<file path="src/pror_pkg.sv">
// What this block does
// - writing 1 starts matching peripheral reset
// - field reads 1 until reset completes
// - bit 1 resets the watchdog
// - bit 0 resets the transfer block
// - bit 31 set when external clock ready
// - external ready flag resets to 1
// - bits 29..27 show oscillator ready state
package pror_pkg;

    // register port geometry
    localparam int ADDR_W = 8;                              // byte address width
    localparam int DATA_W = 32;                             // data word width

    // register byte offsets
    localparam logic [ADDR_W-1:0] RST0_OFS   = 8'h04;       // peripheral reset register
    localparam logic [ADDR_W-1:0] CLKCTL_OFS = 8'h08;       // clock control register

    // reset register layout
    localparam int RST_FIELDS = 15;                         // bits 14..0 handled here
    localparam logic [RST_FIELDS-1:0] RST_MASK = 15'h78e7;  // defined reset fields
    localparam logic [RST_FIELDS-1:0] RST_RESET = 15'h0000; // all fields idle at reset

    // clock control layout
    localparam int EXT_RDY_BIT  = 31;                       // external clock ready
    localparam int RSV30_BIT    = 30;                       // reserved, reads 1
    localparam int OSC_RDY_HI   = 29;                       // low-power oscillator ready
    localparam int OSC_RDY_LO   = 27;                       // primary oscillator ready
    localparam int RSV26_BIT    = 26;                       // reserved, reads 0
    localparam logic EXT_RDY_RESET = 1'b1;                  // external flag after reset
    localparam logic [2:0] OSC_RDY_RESET = 3'h0;            // oscillator flags after reset
    localparam logic RSV30_VAL = 1'b1;                      // fixed value of bit 30
    localparam logic RSV26_VAL = 1'b0;                      // fixed value of bit 26

    // peripheral reset pulse length
    localparam int CLK_PERIOD_NS = 10;                      // 100 MHz system clock
    localparam int RST_HOLD_NS   = 80;                      // least reset pulse time
    localparam int RST_HOLD_CYC  = (RST_HOLD_NS + CLK_PERIOD_NS - 1) / CLK_PERIOD_NS;

    // register port request
    typedef struct packed {
        logic [ADDR_W-1:0] addr;                            // byte address
        logic [DATA_W-1:0] wdata;                           // write data
        logic              wr;                              // write strobe
        logic              rd;                              // read strobe
    } pror_bus_req_t;

    // per-peripheral reset lines, packed in register bit order
    typedef struct packed {
        logic       serial_port_b_reset;                    // bit 14
        logic       serial_port_a_reset;                    // bit 13
        logic       async_serial_b_reset;                   // bit 12
        logic       async_serial_a_reset;                   // bit 11
        logic [2:0] rsvd_10_8;                              // reserved, always 0
        logic       timer_c_reset;                          // bit 7
        logic       timer_b_reset;                          // bit 6
        logic       timer_a_reset;                          // bit 5
        logic [1:0] rsvd_4_3;                               // reserved, always 0
        logic       io_port_reset;                          // bit 2
        logic       watchdog_a_reset;                       // bit 1
        logic       transfer_block_reset;                   // bit 0
    } pror_resets_t;

    // ready levels from clock sources
    typedef struct packed {
        logic external_clock_pin;                           // external clock usable
        logic lowpower_osc;                                 // low-power oscillator
        logic backup_osc;                                   // backup oscillator
        logic primary_osc;                                  // primary oscillator
    } pror_ready_t;

endpackage : pror_pkg

</file>
<file path="src/pror_reset_chan.sv">
`timescale 1ns/10ps
// one self-clearing reset field and the pulse it drives
module pror_reset_chan #(
    parameter int HOLD = pror_pkg::RST_HOLD_CYC             // pulse length in cycles
) (
    input  wire logic clk,                                  // system clock
    input  wire logic reset_n,                              // synchronous reset, low
    input  wire logic start,                                // one-cycle start request
    output logic      busy                                  // field value and reset line
);
    import pror_pkg::*;

    localparam int CNT_W = $clog2(HOLD + 1);                // counter width

    typedef enum logic {CH_IDLE, CH_HOLD} pror_chan_t;      // channel states

    pror_chan_t       state_r, state_nxt;                   // channel state
    logic [CNT_W-1:0] cnt_r, cnt_nxt;                       // cycles left in pulse
    logic             busy_r, busy_nxt;                     // registered busy

    // next state: a start before the closing cycle of a pulse is ignored and does not stretch it;
    // a start on the closing cycle restarts it, since the request must not be lost
    always_comb
    begin
        state_nxt = state_r;
        cnt_nxt   = cnt_r;
        busy_nxt  = busy_r;
        case (state_r)
            CH_IDLE:
            begin
                if (start)
                begin
                    state_nxt = CH_HOLD;
                    cnt_nxt   = CNT_W'(HOLD - 1);
                    busy_nxt  = 1'b1;
                end
            end
            CH_HOLD:
            begin
                if (cnt_r == '0 && start)                   // request wins over self-clear
                begin
                    cnt_nxt = CNT_W'(HOLD - 1);
                end
                else if (cnt_r == '0)                       // pulse done, self-clear
                begin
                    state_nxt = CH_IDLE;
                    busy_nxt  = 1'b0;
                end
                else
                begin
                    cnt_nxt = cnt_r - 1'b1;
                end
            end
            default:
            begin
                state_nxt = CH_IDLE;
                busy_nxt  = 1'b0;
            end
        endcase
    end

    // state registers
    always_ff @(posedge clk)
    begin
        if (!reset_n)
        begin
            state_r <= CH_IDLE;
            cnt_r   <= '0;
            busy_r  <= 1'b0;
        end
        else
        begin
            state_r <= state_nxt;
            cnt_r   <= cnt_nxt;
            busy_r  <= busy_nxt;
        end
    end

    assign busy = busy_r;
endmodule : pror_reset_chan

</file>
<file path="src/pror_top.sv">
// Design decision made here: strobed register access.
`timescale 1ns/10ps
// peripheral reset fields and clock ready flags behind a simple register port
module pror_top (
    input  wire logic                 clk,          // system clock, 100 MHz
    input  wire logic                 reset_n,      // synchronous reset, low
    input  wire pror_pkg::pror_bus_req_t busReq,    // register request
    output logic [pror_pkg::DATA_W-1:0] readData,   // read data, cycle after read
    input  wire pror_pkg::pror_ready_t readyIn,     // ready levels from clocks
    output pror_pkg::pror_resets_t    periphResets  // reset lines, high active
);
    import pror_pkg::*;

    // decoded strobes
    logic                  hitRst;                  // address is reset register
    logic                  hitClk;                  // address is clock control
    logic [RST_FIELDS-1:0] startVec;                // per-field start pulses
    logic [RST_FIELDS-1:0] busyVec;                 // per-field busy levels

    // ready flag state
    logic       extRdy_r, extRdy_nxt;               // external clock ready flag
    logic [2:0] oscRdy_r, oscRdy_nxt;               // oscillator ready flags

    // read data state
    logic [DATA_W-1:0] readData_r, readData_nxt;    // registered read data

    // address decode, if chain per the house style
    always_comb
    begin
        hitRst = 1'b0;
        hitClk = 1'b0;
        if (busReq.addr == RST0_OFS)
        begin
            hitRst = 1'b1;
        end
        else if (busReq.addr == CLKCTL_OFS)
        begin
            hitClk = 1'b1;
        end
    end

    // only defined fields can start; reserved write bits fall away here
    always_comb
    begin
        startVec = '0;
        if (busReq.wr && hitRst)
        begin
            startVec = busReq.wdata[RST_FIELDS-1:0] & RST_MASK;
        end
    end

    // one channel per defined field; reserved positions stay tied low
    genvar gi;
    generate
        for (gi = 0; gi < RST_FIELDS; gi++)
        begin : g_chan
            if (RST_MASK[gi])
            begin : g_live
                pror_reset_chan #(
                    .HOLD    (RST_HOLD_CYC)
                ) u_chan (
                    .clk     (clk),
                    .reset_n (reset_n),
                    .start   (startVec[gi]),
                    .busy    (busyVec[gi])
                );
            end
            else
            begin : g_rsvd
                assign busyVec[gi] = 1'b0;
            end
        end
    endgenerate

    // the busy flops drive the peripheral lines directly, no extra delay
    assign periphResets = pror_resets_t'(busyVec);

    // ready flags: one flop each, so a read sees the level of the cycle before
    always_comb
    begin
        extRdy_nxt = readyIn.external_clock_pin;
        oscRdy_nxt = {readyIn.lowpower_osc,
                      readyIn.backup_osc,
                      readyIn.primary_osc};
    end

    // ready flag registers; the external flag comes out of reset as 1
    always_ff @(posedge clk)
    begin
        if (!reset_n)
        begin
            extRdy_r <= EXT_RDY_RESET;
            oscRdy_r <= OSC_RDY_RESET;
        end
        else
        begin
            extRdy_r <= extRdy_nxt;
            oscRdy_r <= oscRdy_nxt;
        end
    end

    // read mux; unmapped addresses and idle cycles read as zero
    always_comb
    begin
        readData_nxt = '0;
        if (busReq.rd)
        begin
            if (hitRst)
            begin
                readData_nxt[RST_FIELDS-1:0] = busyVec;
            end
            else if (hitClk)
            begin
                readData_nxt[EXT_RDY_BIT] = extRdy_r;
                readData_nxt[RSV30_BIT]   = RSV30_VAL;
                readData_nxt[OSC_RDY_HI:OSC_RDY_LO] = oscRdy_r;
                readData_nxt[RSV26_BIT]   = RSV26_VAL;
            end
        end
    end

    // read data register, valid only in the cycle after the strobe
    always_ff @(posedge clk)
    begin
        if (!reset_n)
        begin
            readData_r <= '0;
        end
        else
        begin
            readData_r <= readData_nxt;
        end
    end

    assign readData = readData_r;

    // helpers: reset register write and read, clock control read
    logic wrRst;                                   // reset register write
    logic rdRst;                                   // reset register read
    logic rdClk;                                   // clock control read
    assign wrRst = busReq.wr && hitRst;
    assign rdRst = busReq.rd && hitRst;
    assign rdClk = busReq.rd && hitClk;
endmodule : pror_top
</file>
<file path="config.mk">
export PLATFORM = sky130hd
export DESIGN_NAME = pror_top
export DESIGN_NICKNAME = d
export VERILOG_FILES = /design/src/pror_pkg.sv /design/src/pror_reset_chan.sv /design/src/pror_top.sv
export SDC_FILE = /design/constraint.sdc
export NUM_CORES = 1
export LEC_CHECK = 0
export ABC_AREA = 1
export CORE_ASPECT_RATIO = 0.8
export CORE_UTILIZATION = 50
export CTS_BUF_LIST = sky130_fd_sc_hd__clkbuf_8
export CTS_CLUSTER_DIAMETER = 30
export DETAILED_ROUTE_END_ITERATION = 16
export DONT_BUFFER_PORTS = 1
export GPL_ROUTABILITY_DRIVEN = 1
export SYNTH_ARGS = -nofsm -noshare
export SYNTH_HDL_FRONTEND = slang
export SYNTH_HIERARCHICAL = 1
export SYNTH_SLANG_ARGS = --single-unit
</file>
<file path="constraint.sdc">
create_clock -name clk -period 3.4 [get_ports clk]
set_input_delay 0.85 -clock clk [delete_from_list [all_inputs] [get_ports clk]]
set_output_delay 0.85 -clock clk [all_outputs]
set_load 0.05 [all_outputs]
</file>
; ---- Word level (Yosys, flattened, before mapping)
; Index checks and enable logic that the tools add are counted.
[word_totals]
out_inout_bits = 47
register_bits = 96
input_bits = 48
word_cells = 273
[classes]
n_mux = 126
reduce_logical = 45
eq_ne = 42
bitwise_logic = 13
addsub = 10
[op_table]
columns = cell, n
row1 = two-way mux 4 bit, 30
row2 = one-hot mux 4 bit (2 select lines), 10
row3 = two-way mux 1 bit, 63
row4 = "inequality test 2 bit, second input constant", 30
row5 = zero test 4 bit, 10
row6 = one-hot mux 1 bit (2 select lines), 20
row7 = "subtractor 4 x 1 -> 4 bit, second input constant", 10
row8 = AND reduction 3 bit, 11
row9 = two-way mux 15 bit, 2
row10 = "inequality test 3 bit, second input constant", 10
row11 = AND reduction 2 bit, 11
row12 = NOT 1 bit, 13
row13 = logical AND 1 bit, 11
row14 = "equality test 8 x 3 -> 1 bit, second input constant", 1
row15 = "equality test 8 x 4 -> 1 bit, second input constant", 1
row16 = two-way mux 6 bit, 1
row17 = OR reduction 4 bit, 1
row18 = OR reduction 3 bit, 1

; ---- Logic depth before layout (Yosys ltp)
[depth]
depth_word = 7
mapped_depth = 9

; ---- By module
; Netlist, hierarchy kept.
[by_module_without_submodules]
columns = mod, cells_each, area_each_um2, instances, seq_area_each_um2
row1 = pror_reset_chan, 43, 315.3, 10, 120.1
row2 = pror_top, 121, 875.8, 1, 380.4

; ---- Worst setup path after synthesis
; No wires, ideal clock.
[synth_path]
path_type = in2reg
startpoint = input port busReq[37] in the netlist's numbering
endpoint = register g_chan[0].g_live.u_chan.cnt_r[0]
t_arrival_ps = 1736
setup_time_ps = 70
slack_ps = 1594
n_path_buf = 0
cell_stages = 9
path_cell_list = inv_2 nand2_1 nor2_2 nand3_2 nor2_1 inv_2 nand2_2 nand2_1 a21oi_1
[synth_via]
elab_chain_len = 7
[synth_lines]
columns = item, line_no
row1 = start: declaration, pror_top.sv:7  ; input wire pror_pkg::pror_bus_req_t busReq,
row2 = equality test 8 x 3 -> 1 bit (*), pror_top.sv:32  ; if (busReq.addr == RST0_OFS)
row3 = two-way mux 1 bit (*), pror_top.sv:32
row4 = logical AND 1 bit (*), --
row5 = two-way mux 15 bit (*), pror_top.sv:46  ; if (busReq.wr && hitRst)
row6 = named net startVec[0], pror_top.sv:17  ; logic [RST_FIELDS-1:0] startVec;
row7 = logical AND 1 bit, pror_reset_chan.sv:40  ; if (cnt_r == '0 && start)
row8 = two-way mux 4 bit or inequality test 3 bit (tied branches), --
row9 = one-hot mux 4 bit (2 select lines) or AND reduction 2 bit (tied branches), --
row10 = end signal: assignment, pror_reset_chan.sv:74  ; cnt_r <= cnt_nxt;
row11 = end: declaration, pror_reset_chan.sv:18  ; logic [CNT_W-1:0] cnt_r, cnt_nxt;
; Mark *: on every way through the listed nets, which the timed path passes. The rest lies on a longest branch.
; A chain may end at the register's enable or synchronous reset.

; ---- Final worst setup path
[layout_path]
startpoint = input port busReq[37] in the netlist's numbering
endpoint = register g_chan[2].g_live.u_chan.cnt_r[1]
[layout_via]
elab_chain_len = 7
[layout_lines]
columns = item, line_no
row1 = equality test 8 x 3 -> 1 bit (*), pror_top.sv:32
row2 = two-way mux 1 bit (*), pror_top.sv:32
row3 = logical AND 1 bit (*), --
row4 = two-way mux 15 bit (*), pror_top.sv:46
row5 = named net startVec[2], pror_top.sv:17
row6 = logical AND 1 bit, pror_reset_chan.sv:40
row7 = two-way mux 4 bit or inequality test 3 bit (tied branches), --
row8 = one-hot mux 4 bit (2 select lines) or AND reduction 2 bit (tied branches), --
row9 = end signal: assignment, pror_reset_chan.sv:74
row10 = end: declaration, pror_reset_chan.sv:18
; Marked as above.

==> results_dict.tcl <==
set metrics [dict create \
    status "finished, final reports clean" \
    cts_tree "built" \
    post-route-period-util_pct 56.2 \
    viasPerCell 4.70 \
    fin_crit_ns 1.91 \
    num_antenna_cells 0 \
    multiInputGateArea_um2 1960 \
    routedWlPerCell_um 11.2 \
    worst_path_largest_cell_delay_ns 0.35 \
    hold_violations 0 \
    remaining_drc_errors 0 \
    worst_hold_slack_ns 0.425 \
    overflow 0 \
    synth_compound_area_share_pct 10.6 \
    ctsResizeCount 0 \
    yosys.area_share.adder_pct 6.21 \
    skew_ns 0.00686 \
    hp-class "flop to flop" \
    drtPass1Iterations 5 \
    post-cts-setup-buffers 0 \
    crit_chain "inv_2 > nand2_1 > nor2_2 > nand3_2 > nor2_1 > inv_2 > nand2_2 > nand2_1 > a21oi_1" \
    cp.arrival_ns 2.17 \
    layout_commonest_cell "inv_1" \
    post-route-util_pct 55.8 \
    path_clk_slew_ns 0.07 \
    p_leak_uw 0.00192 \
    hold_buffers 0 \
    nNetsFinal 629 \
    clock-sinks 79 \
    drt-total-wl_um 7520 \
    htreeDepth 3 \
    start_util_pct 53.0 \
    place_area_um2 4070 \
    start_kind "primary input" \
    dr_total_vias 3154 \
    ctsRootBufferMaster "clkbuf_8" \
    tns_ns 0 \
    place_hpwl_um 5420 \
    syn-cell-area_um2 4030 \
    numCtsBuffers 9 \
    core_area_um2 7600 \
    port_buffers 0 \
    grt_start_max_net_pins 26 \
    synthCells 551 \
    cp.required_ns 3.66 \
    layout_common_cells "100 x inv_1, 79 x dfxtp_1, 69 x nand2_1, 64 x nor2_1, 60 x a21oi_1" \
    seq_area_frac_synth_pct 39.3 \
    fmax_mhz 523 \
    area_growth_pct 5.34 \
    place_inst 655 \
    drt_iter0_markers 119 \
    yosysUniqueCellTypes 18 \
    rsz0062_at_grt "no" \
    finalSetupViolCount 0 \
    grt_usage_pct 19.2 \
    yosysWarnings 6 \
    rows 28 \
    antenna_found_initial 0 \
    synth_xor_area_share_pct 2.17 \
    num-fill-cells 762 \
    place_congestion 0.798 \
    critPathKind "primary input to flop" \
    seqCellArea_um2 1580 \
    crit_fanout 10 \
    max-cap-violations 0 \
    yosys.area_share.simple_pct 27.7 \
    post-route-cell-area_um2 4240 \
    finalMaxSlewViolations 0 \
    synth_top_family_by_area "simple AND/OR/NAND/NOR gates" \
    clock_latency_ns 0.34 \
    ios 95 \
    die_x_um 102 \
    dieArea_um2 8420 \
    tightest_slew_ns 0.568 \
    die-height_um 82.3 \
    drive_above_1_share_pct 11.8 \
    synth_seq_cells 79 \
    vdd_ir_drop_max_mv 0.184 \
    max_slew_margin_pct 62.1 \
    avgSynthCellArea_um2 7.31 \
    layoutNonFillerInstCount 671 \
    grt_pass1_vias 2754 \
    antenna_left 0 \
    grt_pass1_wl_um 12400 \
    slowest_stage "nand3_2" \
    crit_path_end_kind "flop" \
    muxShareOfSynthArea_pct 0 \
    power_density_nw_per_um2 380 \
    clockBufferDepth 2 \
]
-- layer usage --
metal	share of wire, %	GRT usage, %
met1	51	24.3
met2	43	31.4
met3	4.8	6.65
met4	0.68	4.71
met5	0	0
-- critical path, delay by kind of cell --
family / cells / cell delay, ns
AOI/OAI and AO/OA: 1 / 0.13
and+or+nand+nor: 6 / 1.05
buffers and inverters: 2 / 0.13
-- sequential cells by signal (all words and copies together) (netlist names) --
register / flops
g_chan.g_live.u_chan/busy: 10
extRdy_r: 1
g_chan.g_live.u_chan/state_r: 10
oscRdy_r: 3
g_chan.g_live.u_chan/cnt_r: 40
readData: 15
-- final timing paths --
check | startpoint | endpoint | slack [ns] | depth (start not counted)
setup / recovery | busReq[37] | g_chan[2].g_live.u_chan/cnt_r[1] | 1.49 | 9
hold / removal | oscRdy_r[1] | readData[28] | 0.43 | 2
setup reg to reg | g_chan[2].g_live.u_chan/cnt_r[0] | g_chan[2].g_live.u_chan/cnt_r[1] | 2.18 | 7
hold reg to reg | oscRdy_r[1] | readData[28] | 0.43 | 2
-- power by group --
group	internal [µW]	switching [µW]	leakage (µW)	total (µW)
sequential	928	1.96	0.000637	930
combinational	8.74	74.3	0.00118	83.0
clock	293	307	0.000106	599
-- cell families (layout without fill, tap and decap cells) --
kind of cell	Yosys count	in the layout
other	1	22
AOI/OAI and AO/OA	80	80
DFF	79	79
xor gates and xnor gates	10	10
and+or+nand+nor	233	233
adders and majority gates	20	20
buffers and inverters	128	122
-- per-stage QoR --
step / setup WS [ns] / power, µW
after floorplan: 1.59 / 1050
after global placement: 1.19 / 1030
after detailed placement: 1.12 / 1030
after CTS: 1.49 / 1640
after global routing: 1.35 / 1690
final: 1.49 / 1610
-- Yosys cell counts --
library cell / number / area (µm²)
a21oi_1: 60 / 300
buf_4: 22 / 165
conb_1: 1 / 3.75
dfxtp_1: 79 / 1580
ha_1: 20 / 250
inv_1: 95 / 357
inv_2: 11 / 41.3
nand2_1: 69 / 259
nand2_2: 20 / 125
nand2_4: 10 / 113
nand3_1: 51 / 255
nand3_2: 3 / 30.0
nor2_1: 64 / 240
nor2_2: 12 / 75.1
nor3_1: 4 / 20.0
o21ai_0: 10 / 50.1
o31ai_1: 10 / 75.1
xor2_1: 10 / 87.6
-- layout make-up --
type,count,area share (%)
inverter,106,9.38
clock buffer,11,3.57
tap,105,3.10
clock inverter,5,0.442
sequential,79,37.3
multi-input combinational,365,46.3
No activity file was read; power rests on OpenSTA's default activity.
